File: src/hdl/dcm_regs.svh
// Offsets, fields, codes and reset values of the comm register map
`ifndef DCM_REGS_SVH
`define DCM_REGS_SVH

// Register offsets
`define DCM_OFS_FREQ_SETPOINT     16'h2001
`define DCM_OFS_DRIVE_CTRL        16'h2002
`define DCM_OFS_FAULT_CODE        16'h2100
`define DCM_OFS_FREQ_READBACK     16'h2102
`define DCM_OFS_OUT_FREQ          16'h2103
`define DCM_OFS_OUT_CURRENT       16'h2104
`define DCM_OFS_DC_BUS            16'h2105
`define DCM_OFS_OUT_VOLTAGE       16'h2106
`define DCM_OFS_STEP_INDEX        16'h2107
`define DCM_OFS_MULTI_DISPLAY     16'h2116
`define DCM_OFS_STATUS_WORD       16'h2119
`define DCM_OFS_ANALOG_ONE        16'h2201
`define DCM_OFS_DOUT_STATE        16'h2209

// Control word fields
`define DCM_CTRL_FAULT_BIT        0
`define DCM_CTRL_RESET_BIT        1
`define DCM_CTRL_BASE_BLOCK_BIT   2

// Status word fields
`define DCM_ST_RUN_LSB            0
`define DCM_ST_RUN_MSB            1
`define DCM_ST_JOG_BIT            2
`define DCM_ST_DIR_LSB            3
`define DCM_ST_DIR_MSB            4
`define DCM_ST_FREQ_COMM_BIT      8
`define DCM_ST_FREQ_TERM_BIT      9
`define DCM_ST_RUN_COMM_BIT       10
`define DCM_ST_LOCK_BIT           11
`define DCM_ST_COPY_BIT           12

// Direction codes in the status word
`define DCM_DIR_SAME              2'h0
`define DCM_DIR_OUT_INV           2'h1
`define DCM_DIR_CMD_INV           2'h2

// Function codes and exception marker
`define DCM_FC_READ               8'h03
`define DCM_FC_WRITE              8'h06
`define DCM_FC_EXC_MASK           8'h80

// Exception codes
`define DCM_EXC_DATA_RANGE        8'h01
`define DCM_EXC_BAD_ADDR          8'h02
`define DCM_EXC_PWD_LOCK          8'h03
`define DCM_EXC_IN_OPERATION      8'h04
`define DCM_EXC_TIMEOUT           8'h0A

// Decimal split of a display code
`define DCM_DEC_TEN               8'h0A

// Reset values
`define DCM_RST_WORD              16'h0000
`define DCM_RST_BYTE              8'h00

`endif

File: src/hdl/dcm_pkg.sv
// Types shared by the comm register map modules
package dcm_pkg;

   // Kind of location behind an address
   typedef enum logic [1:0] {
      DCM_ACC_NONE,
      DCM_ACC_RO,
      DCM_ACC_WO
   } dcm_acc_t;

   // State of the register core
   typedef struct packed {
      logic [15:0] freq_set;
      logic        fault_in;
      logic        base_block;
      logic        fault_reset;
      logic        rsp_valid;
      logic        rsp_exc;
      logic [7:0]  rsp_func;
      logic [15:0] rsp_addr;
      logic [15:0] rsp_data;
      logic [7:0]  disp_code;
      logic        disp_valid;
   } dcm_core_t;

   // State of the status packer
   typedef struct packed {
      logic [15:0] word;
   } dcm_pack_t;

endpackage

File: src/hdl/dcm_stat_if.sv
// Drive condition bits for the status word packer
`timescale 1ns/1ps
`default_nettype none

interface dcm_stat_if;
   logic [1:0]  run_state;
   logic        jog_active;
   logic        cmd_reverse;
   logic        out_reverse;
   logic        freq_src_comm;
   logic        freq_src_terminal;
   logic        run_src_comm;
   logic        param_lock;
   logic        copy_enable;
   logic [15:0] status_word;

   modport core (
      output run_state, jog_active, cmd_reverse, out_reverse, freq_src_comm,
             freq_src_terminal, run_src_comm, param_lock, copy_enable,
      input  status_word
   );

   modport pack (
      input  run_state, jog_active, cmd_reverse, out_reverse, freq_src_comm,
             freq_src_terminal, run_src_comm, param_lock, copy_enable,
      output status_word
   );
endinterface

`default_nettype wire

File: src/hdl/dcm_status_pack.sv
// Registered packing of the drive status word
`timescale 1ns/1ps
`default_nettype none
`include "dcm_regs.svh"

module dcm_status_pack (
   input  wire logic mclk_i,
   input  wire logic srst_i,
   dcm_stat_if.pack  stat
);

   dcm_pkg::dcm_pack_t st_q;
   dcm_pkg::dcm_pack_t st_d;

   // Reserved bits stay zero as the word starts from zero
   always_comb
   begin
      st_d      = st_q;
      st_d.word = `DCM_RST_WORD;
      st_d.word[`DCM_ST_RUN_MSB:`DCM_ST_RUN_LSB] = stat.run_state;
      st_d.word[`DCM_ST_JOG_BIT] = stat.jog_active;
      // Reverse/reverse has no code, so it reads as matching
      if (!stat.cmd_reverse && stat.out_reverse)
      begin
         st_d.word[`DCM_ST_DIR_MSB:`DCM_ST_DIR_LSB] = `DCM_DIR_OUT_INV;
      end
      else if (stat.cmd_reverse && !stat.out_reverse)
      begin
         st_d.word[`DCM_ST_DIR_MSB:`DCM_ST_DIR_LSB] = `DCM_DIR_CMD_INV;
      end
      else
      begin
         st_d.word[`DCM_ST_DIR_MSB:`DCM_ST_DIR_LSB] = `DCM_DIR_SAME;
      end
      st_d.word[`DCM_ST_FREQ_COMM_BIT] = stat.freq_src_comm;
      st_d.word[`DCM_ST_FREQ_TERM_BIT] = stat.freq_src_terminal;
      st_d.word[`DCM_ST_RUN_COMM_BIT]  = stat.run_src_comm;
      st_d.word[`DCM_ST_LOCK_BIT]      = stat.param_lock;
      st_d.word[`DCM_ST_COPY_BIT]      = stat.copy_enable;
   end

   // Register the packed word
   always_ff @(posedge mclk_i)
   begin
      if (srst_i)
      begin
         st_q.word <= `DCM_RST_WORD;
      end
      else
      begin
         st_q <= st_d;
      end
   end

   assign stat.status_word = st_q.word;

endmodule // dcm_status_pack

`default_nettype wire

File: src/hdl/dcm_regmap.sv
// Serial comm register map of the drive: request decode, replies, exceptions
//
// What this block does
// - Control word bit 0 sets external fault, bit 1 pulses fault reset, bit 2 sets base block.
// - Status bits 0-1 give the run state and bit 2 is set while an inching command is active.
// - Status bits 3-4 code commanded against actual direction as 00, 01 or 10, never 11.
// - Status bit 8 marks a frequency reference from the comm interface.
// - Status bit 9 marks a frequency reference from the terminal source.
// - Status bit 10 marks run and stop commands from the comm source.
// - Status bit 11 shows a parameter lock, bit 12 shows keypad copy enabled, bits 13-15 are zero.
// - A read-only location returns the multi-step speed number now selected.
// - A read-only location returns analog input one as a percentage with two decimals.
// - A request damaged by a comm error gets no reply at all.
// - A clean request that cannot be carried out gets an exception reply.
// - An exception reply echoes the function code with its top bit set and carries the cause code.
// - Each exception shows a keypad code whose two decimal digits equal the exception code.
// - Exception codes are 1 data range, 2 bad address, 3 password lock, 10 time-out; code 4 busy running is never raised.
`timescale 1ns/1ps
`default_nettype none
`include "dcm_regs.svh"

module dcm_regmap #(
   parameter logic [15:0] FREQ_MAX = 16'hFFFF   // Highest accepted frequency setpoint
) (
   input  wire logic        mclk_i,
   input  wire logic        srst_i,
   // Request from the frame layer
   input  wire logic        req_valid_i,
   input  wire logic        req_frame_ok_i,
   input  wire logic        req_timeout_i,
   input  wire logic [7:0]  req_func_i,
   input  wire logic [15:0] req_addr_i,
   input  wire logic [15:0] req_data_i,
   // Reply to the frame layer
   output logic             rsp_valid_o,
   output logic             rsp_exc_o,
   output logic [7:0]       rsp_func_o,
   output logic [15:0]      rsp_addr_o,
   output logic [15:0]      rsp_data_o,
   // Keypad error display
   output logic             comm_error_display_valid_o,
   output logic [7:0]       comm_error_display_code_o,
   // Commands toward the drive
   output logic [15:0]      freq_setpoint_o,
   output logic             external_fault_flag_o,
   output logic             fault_reset_o,
   output logic             base_block_o,
   // Drive conditions
   input  wire logic [1:0]  run_state_i,
   input  wire logic        jog_active_i,
   input  wire logic        cmd_reverse_direction_i,
   input  wire logic        out_reverse_direction_i,
   input  wire logic        freq_src_comm_i,
   input  wire logic        freq_src_terminal_i,
   input  wire logic        comm_operation_source_i,
   input  wire logic        param_lock_i,
   input  wire logic        copy_enable_i,
   input  wire logic        run_active_i,
   // Monitor values
   input  wire logic [15:0] fault_code_i,
   input  wire logic [15:0] freq_readback_i,
   input  wire logic [15:0] output_frequency_i,
   input  wire logic [15:0] output_current_i,
   input  wire logic [15:0] dc_bus_voltage_i,
   input  wire logic [15:0] output_voltage_i,
   input  wire logic [15:0] speed_step_index_i,
   input  wire logic [15:0] multi_function_display_i,
   input  wire logic [15:0] analog_input_one_i,
   input  wire logic [15:0] digital_output_state_i
);

   dcm_pkg::dcm_core_t core_q;
   dcm_pkg::dcm_core_t core_d;
   dcm_stat_if         stat ();

   // Classify an address; read and write paths both go through this
   function automatic dcm_pkg::dcm_acc_t dcm_decode(input logic [15:0] addr);
      dcm_pkg::dcm_acc_t acc;
      acc = dcm_pkg::DCM_ACC_NONE;
      case (addr)
         `DCM_OFS_FREQ_SETPOINT,
         `DCM_OFS_DRIVE_CTRL:     acc = dcm_pkg::DCM_ACC_WO;
         `DCM_OFS_FAULT_CODE,
         `DCM_OFS_FREQ_READBACK,
         `DCM_OFS_OUT_FREQ,
         `DCM_OFS_OUT_CURRENT,
         `DCM_OFS_DC_BUS,
         `DCM_OFS_OUT_VOLTAGE,
         `DCM_OFS_STEP_INDEX,
         `DCM_OFS_MULTI_DISPLAY,
         `DCM_OFS_STATUS_WORD,
         `DCM_OFS_ANALOG_ONE,
         `DCM_OFS_DOUT_STATE:     acc = dcm_pkg::DCM_ACC_RO;
         default:                 acc = dcm_pkg::DCM_ACC_NONE;
      endcase
      return acc;
   endfunction

   // Split an exception code into two decimal digits for the keypad
   function automatic logic [7:0] dcm_to_decimal(input logic [7:0] code);
      logic [7:0] tens;
      logic [7:0] ones;
      tens = code / `DCM_DEC_TEN;
      ones = code % `DCM_DEC_TEN;
      return {tens[3:0], ones[3:0]};
   endfunction

   // Drive conditions feed the status packer straight from the ports
   assign stat.run_state         = run_state_i;
   assign stat.jog_active        = jog_active_i;
   assign stat.cmd_reverse       = cmd_reverse_direction_i;
   assign stat.out_reverse       = out_reverse_direction_i;
   assign stat.freq_src_comm     = freq_src_comm_i;
   assign stat.freq_src_terminal = freq_src_terminal_i;
   assign stat.run_src_comm      = comm_operation_source_i;
   assign stat.param_lock        = param_lock_i;
   assign stat.copy_enable       = copy_enable_i;

   dcm_status_pack u_pack (
      .mclk_i (mclk_i),
      .srst_i (srst_i),
      .stat   (stat)
   );

   // Request handling: one request per cycle, reply one cycle later
   always_comb
   begin
      dcm_pkg::dcm_acc_t acc;
      logic              fail;
      logic [7:0]        exc;
      logic [15:0]       rdata;
      acc   = dcm_decode(req_addr_i);
      fail  = 1'b0;
      exc   = `DCM_RST_BYTE;
      rdata = `DCM_RST_WORD;
      core_d = core_q;
      // Pulses and reply strobe last one cycle only
      core_d.fault_reset = 1'b0;
      core_d.rsp_valid   = 1'b0;
      core_d.disp_valid  = 1'b0;

      // Read data selection
      case (req_addr_i)
         `DCM_OFS_FAULT_CODE:     rdata = fault_code_i;
         `DCM_OFS_FREQ_READBACK:  rdata = freq_readback_i;
         `DCM_OFS_OUT_FREQ:       rdata = output_frequency_i;
         `DCM_OFS_OUT_CURRENT:    rdata = output_current_i;
         `DCM_OFS_DC_BUS:         rdata = dc_bus_voltage_i;
         `DCM_OFS_OUT_VOLTAGE:    rdata = output_voltage_i;
         `DCM_OFS_STEP_INDEX:     rdata = speed_step_index_i;
         `DCM_OFS_MULTI_DISPLAY:  rdata = multi_function_display_i;
         `DCM_OFS_STATUS_WORD:    rdata = stat.status_word;
         `DCM_OFS_ANALOG_ONE:     rdata = analog_input_one_i;
         `DCM_OFS_DOUT_STATE:     rdata = digital_output_state_i;
         default:                 rdata = `DCM_RST_WORD;
      endcase

      // A damaged frame is dropped silently; the master times out on its own
      if (req_valid_i && req_frame_ok_i)
      begin
         if (req_timeout_i)
         begin
            fail = 1'b1;
            exc  = `DCM_EXC_TIMEOUT;
         end
         else if (req_func_i == `DCM_FC_READ)
         begin
            if (acc != dcm_pkg::DCM_ACC_RO)
            begin
               fail = 1'b1;
               exc  = `DCM_EXC_BAD_ADDR;
            end
         end
         else if (req_func_i == `DCM_FC_WRITE)
         begin
            if (acc != dcm_pkg::DCM_ACC_WO)
            begin
               fail = 1'b1;
               exc  = `DCM_EXC_BAD_ADDR;
            end
            else if (req_addr_i == `DCM_OFS_FREQ_SETPOINT && param_lock_i)
            begin
               fail = 1'b1;
               exc  = `DCM_EXC_PWD_LOCK;
            end
            else if (req_addr_i == `DCM_OFS_FREQ_SETPOINT && req_data_i > FREQ_MAX)
            begin
               fail = 1'b1;
               exc  = `DCM_EXC_DATA_RANGE;
            end
         end
         else
         begin
            // Unknown function: the content cannot be recognised
            fail = 1'b1;
            exc  = `DCM_EXC_DATA_RANGE;
         end

         // Writes take effect only when the request is accepted
         if (!fail && req_func_i == `DCM_FC_WRITE)
         begin
            if (req_addr_i == `DCM_OFS_FREQ_SETPOINT)
            begin
               core_d.freq_set = req_data_i;
            end
            else
            begin
               // Reserved bits 3-15 are dropped
               core_d.fault_in    = req_data_i[`DCM_CTRL_FAULT_BIT];
               core_d.fault_reset = req_data_i[`DCM_CTRL_RESET_BIT];
               core_d.base_block  = req_data_i[`DCM_CTRL_BASE_BLOCK_BIT];
            end
         end

         // Reply: normal echo or exception in place of it
         core_d.rsp_valid = 1'b1;
         core_d.rsp_addr  = req_addr_i;
         if (fail)
         begin
            core_d.rsp_exc    = 1'b1;
            core_d.rsp_func   = req_func_i | `DCM_FC_EXC_MASK;
            core_d.rsp_data   = {8'h00, exc};
            core_d.disp_code  = dcm_to_decimal(exc);
            core_d.disp_valid = 1'b1;
         end
         else
         begin
            core_d.rsp_exc  = 1'b0;
            core_d.rsp_func = req_func_i;
            core_d.rsp_data = (req_func_i == `DCM_FC_READ) ? rdata : req_data_i;
         end
      end
   end

   // Register all core state
   always_ff @(posedge mclk_i)
   begin
      if (srst_i)
      begin
         core_q.freq_set    <= `DCM_RST_WORD;
         core_q.fault_in    <= 1'b0;
         core_q.base_block  <= 1'b0;
         core_q.fault_reset <= 1'b0;
         core_q.rsp_valid   <= 1'b0;
         core_q.rsp_exc     <= 1'b0;
         core_q.rsp_func    <= `DCM_RST_BYTE;
         core_q.rsp_addr    <= `DCM_RST_WORD;
         core_q.rsp_data    <= `DCM_RST_WORD;
         core_q.disp_code   <= `DCM_RST_BYTE;
         core_q.disp_valid  <= 1'b0;
      end
      else
      begin
         core_q <= core_d;
      end
   end

   // Outputs straight from the state register
   assign rsp_valid_o                = core_q.rsp_valid;
   assign rsp_exc_o                  = core_q.rsp_exc;
   assign rsp_func_o                 = core_q.rsp_func;
   assign rsp_addr_o                 = core_q.rsp_addr;
   assign rsp_data_o                 = core_q.rsp_data;
   assign comm_error_display_valid_o = core_q.disp_valid;
   assign comm_error_display_code_o  = core_q.disp_code; // Held until the next exception
   assign freq_setpoint_o            = core_q.freq_set;
   assign external_fault_flag_o      = core_q.fault_in;
   assign fault_reset_o              = core_q.fault_reset;
   assign base_block_o               = core_q.base_block;

endmodule // dcm_regmap

`default_nettype wire

File: config.mk
export PLATFORM = sky130hd
export DESIGN_NAME = dcm_regmap
export DESIGN_NICKNAME = d
export VERILOG_FILES = /design/src/hdl/dcm_pkg.sv /design/src/hdl/dcm_stat_if.sv /design/src/hdl/dcm_status_pack.sv /design/src/hdl/dcm_regmap.sv
export VERILOG_INCLUDE_DIRS = /design/src /design/src/hdl
export SDC_FILE = /design/constraint.sdc
export NUM_CORES = 1
export LEC_CHECK = 0
export BUFFER_PORTS_ARGS = -buffer_cell sky130_fd_sc_hd__buf_2
export CAP_MARGIN = 20
export CORE_AREA = 4 4 109 111
export DETAILED_ROUTE_END_ITERATION = 12
export DIE_AREA = 0 0 113 115
export HOLD_SLACK_MARGIN = 0.05
export PLACE_DENSITY = 0.8
export SLEW_MARGIN = 15
export SYNTH_ARGS = -nofsm -noshare
export SYNTH_HDL_FRONTEND = slang
export SYNTH_SLANG_ARGS = --single-unit
File: constraint.sdc
create_clock -name mclk_i -period 3.1 [get_ports mclk_i]
set_input_delay 0.31 -clock mclk_i [delete_from_list [all_inputs] [get_ports mclk_i]]
set_output_delay 0.31 -clock mclk_i [all_outputs]
set_load 0.01 [all_outputs]
==> impl_metrics.csv <==
group,metric,value,unit
outcome,status,"completed",
yosys,synth_cell_type_count,63,
grt,grt_pass1_wl,27300,um
routing,ant_nets,0,
routing,via_per_inst,5.53,
worst_setup_path,slowest_delay,650,ps
sta,period_share,0.740,
worst_setup_path,critPathSlowestCell,"or4b_1",
floorplanning,dieArea,13000,um2
cts,ctsHtreeMaxLevel,3,
cts,ctsHoldBuffers,0,
yosys,ys_seq_area_frac,0.363,
yosys,synth_cells,512,
sta,drv_slew,0,
finish,nets,1003,
yosys,synth_flop_cell,"dfxtp_1",
floorplanning,chipHeight,115,um
sta,hold_violations,0,
yosys,synth_edf_count,0,
finish,fill_cells,1038,
placement,place_ws,470,ps
floorplanning,coreArea,10800,um2
worst_setup_path,cp-end-kind,"register",
worst_setup_path,arrival,2530,ps
cts,clkTransAtPathRegs,90,ps
yosys,synth_top_family_by_area,"simple AND/OR/NAND/NOR gates",
routing,vias,5161,
cts,clock_tree.buffer_depth,2,
placement,dpl.hpwl,14400,um
finish,stdcell_count,934,
routing,drt-total-wl,18100,um
grt,grt_max_degree,38,
sta,timing.setup.tns,0,ps
routing,drt_first_pass_iters,10,
sta,tightest_slew,647,ps
worst_setup_path,worstPathCellList,"buf_2 -> or4b_1 -> nor4_4 -> and3_1 -> nand2_1 -> a21oi_2 -> nor3b_1 -> nor3_1",
grt,grt.total_usage,0.267,
floorplanning,core.rowCount,38,
pwr,p_leak,2.75,nW
cts,cts_setup_buffers,0,
sta,relSlewSlack,0.569,
yosys,synthArstFlopShare,0,
grt,antenna_found_initial,3,
yosys,synthXorXnorAreaFrac,0.00206,
floorplanning,die_width,113,um
routing,routedWlPerCell,19.3,um
worst_setup_path,crit_type,"in -> reg",
flow_run,maxCapViolCount,0,
sta,holdWs,132,ps
yosys,synth_warnings,0,
pwr,ir_drop,0.268,mV
finish,final_common_cell,"buf_2",
worst_hold_path,hold_class,"in -> reg",
finish,multi_input_area,2510,um2
cts,cts_root_buf,"clkbuf_8",
sta,layout_setup_ws,807,ps
yosys,yosys_register_bits,77,
sta,max_freq,436,MHz
cts,clk_latency,350,ps
finish,syn_to_final_growth,41.3,%
finish,final_layout_size_suffix_gt1_frac,0.449,
cts,cts_buffers,9,
yosys,yosys.area_share.simple,0.287,
cts,tritoncts,"done",
placement,port_buffers,281,
placement,place_congestion,0.961,
finish,ff_latch_area,1540,um2
placement,dp_cells,916,
yosys,synth_area_per_cell,8.30,um2
sta,setup_viol,0,
worst_setup_path,cp_max_fo,11,
floorplanning,initial_core_util,0.394,
worst_setup_path,worstPathRequired,3340,ps
yosys,synthMuxAreaShare,0.0188,
yosys,syn_area,4250,um2
finish,layout_common_cells,"281 x buf_2, 97 x nand2_1, 77 x dfxtp_1",
pwr,powerDensity,352,nW/um2
sta,period_needed,2290,ps
grt,grt_pass1_vias,5054,
yosys,synthAdderAreaFrac,0,
routing,drc,0,
worst_setup_path,cp_num_buf_inv,1,
yosys,synth_compound_area_frac,0.278,
worst_setup_path,path_delay_family,"simple AND/OR/NAND/NOR gates",
grt,overflow,0,
floorplanning,io_pins,286,
cts,cts.repair.resized,0,
sta,rsz0062_at_grt,"no",
cts,clock-sinks,77,
worst_setup_path,cp-start-kind,"input port",
sta,skew,9.87,ps
routing,detailedRoute.firstIterationViolations,568,
final timing paths:
| kind | to | slack (ps) | cells past startpoint | startpoint |
|---|---|---|---|---|
| worst max-delay path | rsp_func_o[7]$_SDFFE_PP0P_ | 810 | 8 | req_addr_i[2] |
| worst min-delay path | u_pack.stat.status_word[3]$_SDFF_PP0_ | 130 | 2 | cmd_reverse_direction_i |
| worst max register to register | rsp_data_o[0]$_SDFFE_PP0P_ | 1670 | 4 | u_pack.stat.status_word[0]$_SDFF_PP0_ |
| worst min register to register | freq_setpoint_o[7]$_SDFFE_PP0P_ | 450 | 2 | freq_setpoint_o[7]$_SDFFE_PP0P_ |
sequential cells by signal (all words and copies together) (netlist names):
signal and cells:
external_fault_flag_o 1, rsp_func_o 8, fault_reset_o 1, base_block_o 1, comm_error_display_valid_o 1, rsp_addr_o 16, u_pack.stat.status_word 10, rsp_exc_o 1
comm_error_display_code_o 5, rsp_valid_o 1, freq_setpoint_o 16, rsp_data_o 16
synth_stat cells, types with 2 or more instances:
library cell,n,area share
a211oi_1,12,0.021
a21oi_1,34,0.040
a21oi_2,11,0.023
a221oi_1,5,0.010
a222oi_1,21,0.049
a22o_1,2,0.0041
a22oi_1,44,0.078
and2_1,3,0.0044
and3_1,8,0.012
buf_1,4,0.0035
buf_2,12,0.014
buf_4,3,0.0053
buf_6,3,0.0079
clkbuf_1,17,0.015
dfxtp_1,77,0.36
inv_1,5,0.0044
mux2i_1,8,0.019
nand2_1,97,0.086
nand2_2,10,0.015
nand2b_1,8,0.012
nand3_1,4,0.0047
nand3b_1,2,0.0035
nand4_1,3,0.0044
nand4b_1,2,0.0041
nor2_1,20,0.018
nor2b_1,11,0.016
nor3_1,7,0.0082
nor3_2,5,0.012
nor3_4,2,0.0077
nor3b_1,6,0.011
nor4_1,7,0.010
nor4_2,2,0.0059
nor4_4,2,0.010
nor4b_1,2,0.0041
nor4bb_1,2,0.0047
o21ai_0,4,0.0047
o21ai_1,13,0.015
o21bai_1,3,0.0053
o2bb2ai_1,4,0.0082
or3_1,4,0.0059
routing by layer:
layer	global-route usage	wire length (um)	vias up
met4	0.0873	495	2
li1	-	-	2477
met5	0	13	-
met3	0.0742	1860	35
met1	0.311	6930	2354
met2	0.476	8770	293
report_power, final:
group | switching, mW | internal [mW]
Combinational | 0.160 | 0.148
Clock | 0.399 | 0.378
Sequential | 0.0110 | 1.01
Total | 0.571 | 1.54
stage by stage:
stage,instance area (um2),utilization,power (mW)
final,6000,0.556,2.11
after global routing,6000,0.556,2.21
after CTS,6000,0.556,2.13
after detailed placement,5800,0.538,1.35
after global placement,5800,0.538,1.35
after floorplan,4260,-,1.16
kinds of logic after synthesis:
group | count (synthesis)
other | 1
multiplexers | 8
AND/OR/NAND/NOR | 220
XOR/XNOR | 1
flip-flops | 77
AO/OA/AOI/OAI | 161
buffers and inverters | 44
area by class of cell:
type	count	share of cell area
diodes	2	0.000834
clock buffers	10	0.0213
clock inverters	6	0.0117
inverters	5	0.00313
multi-input cells	393	0.418
flip-flops and latches	77	0.257
well taps	140	0.0292
repair buffers	301	0.259
No activity file was read; power rests on OpenSTA's default activity.
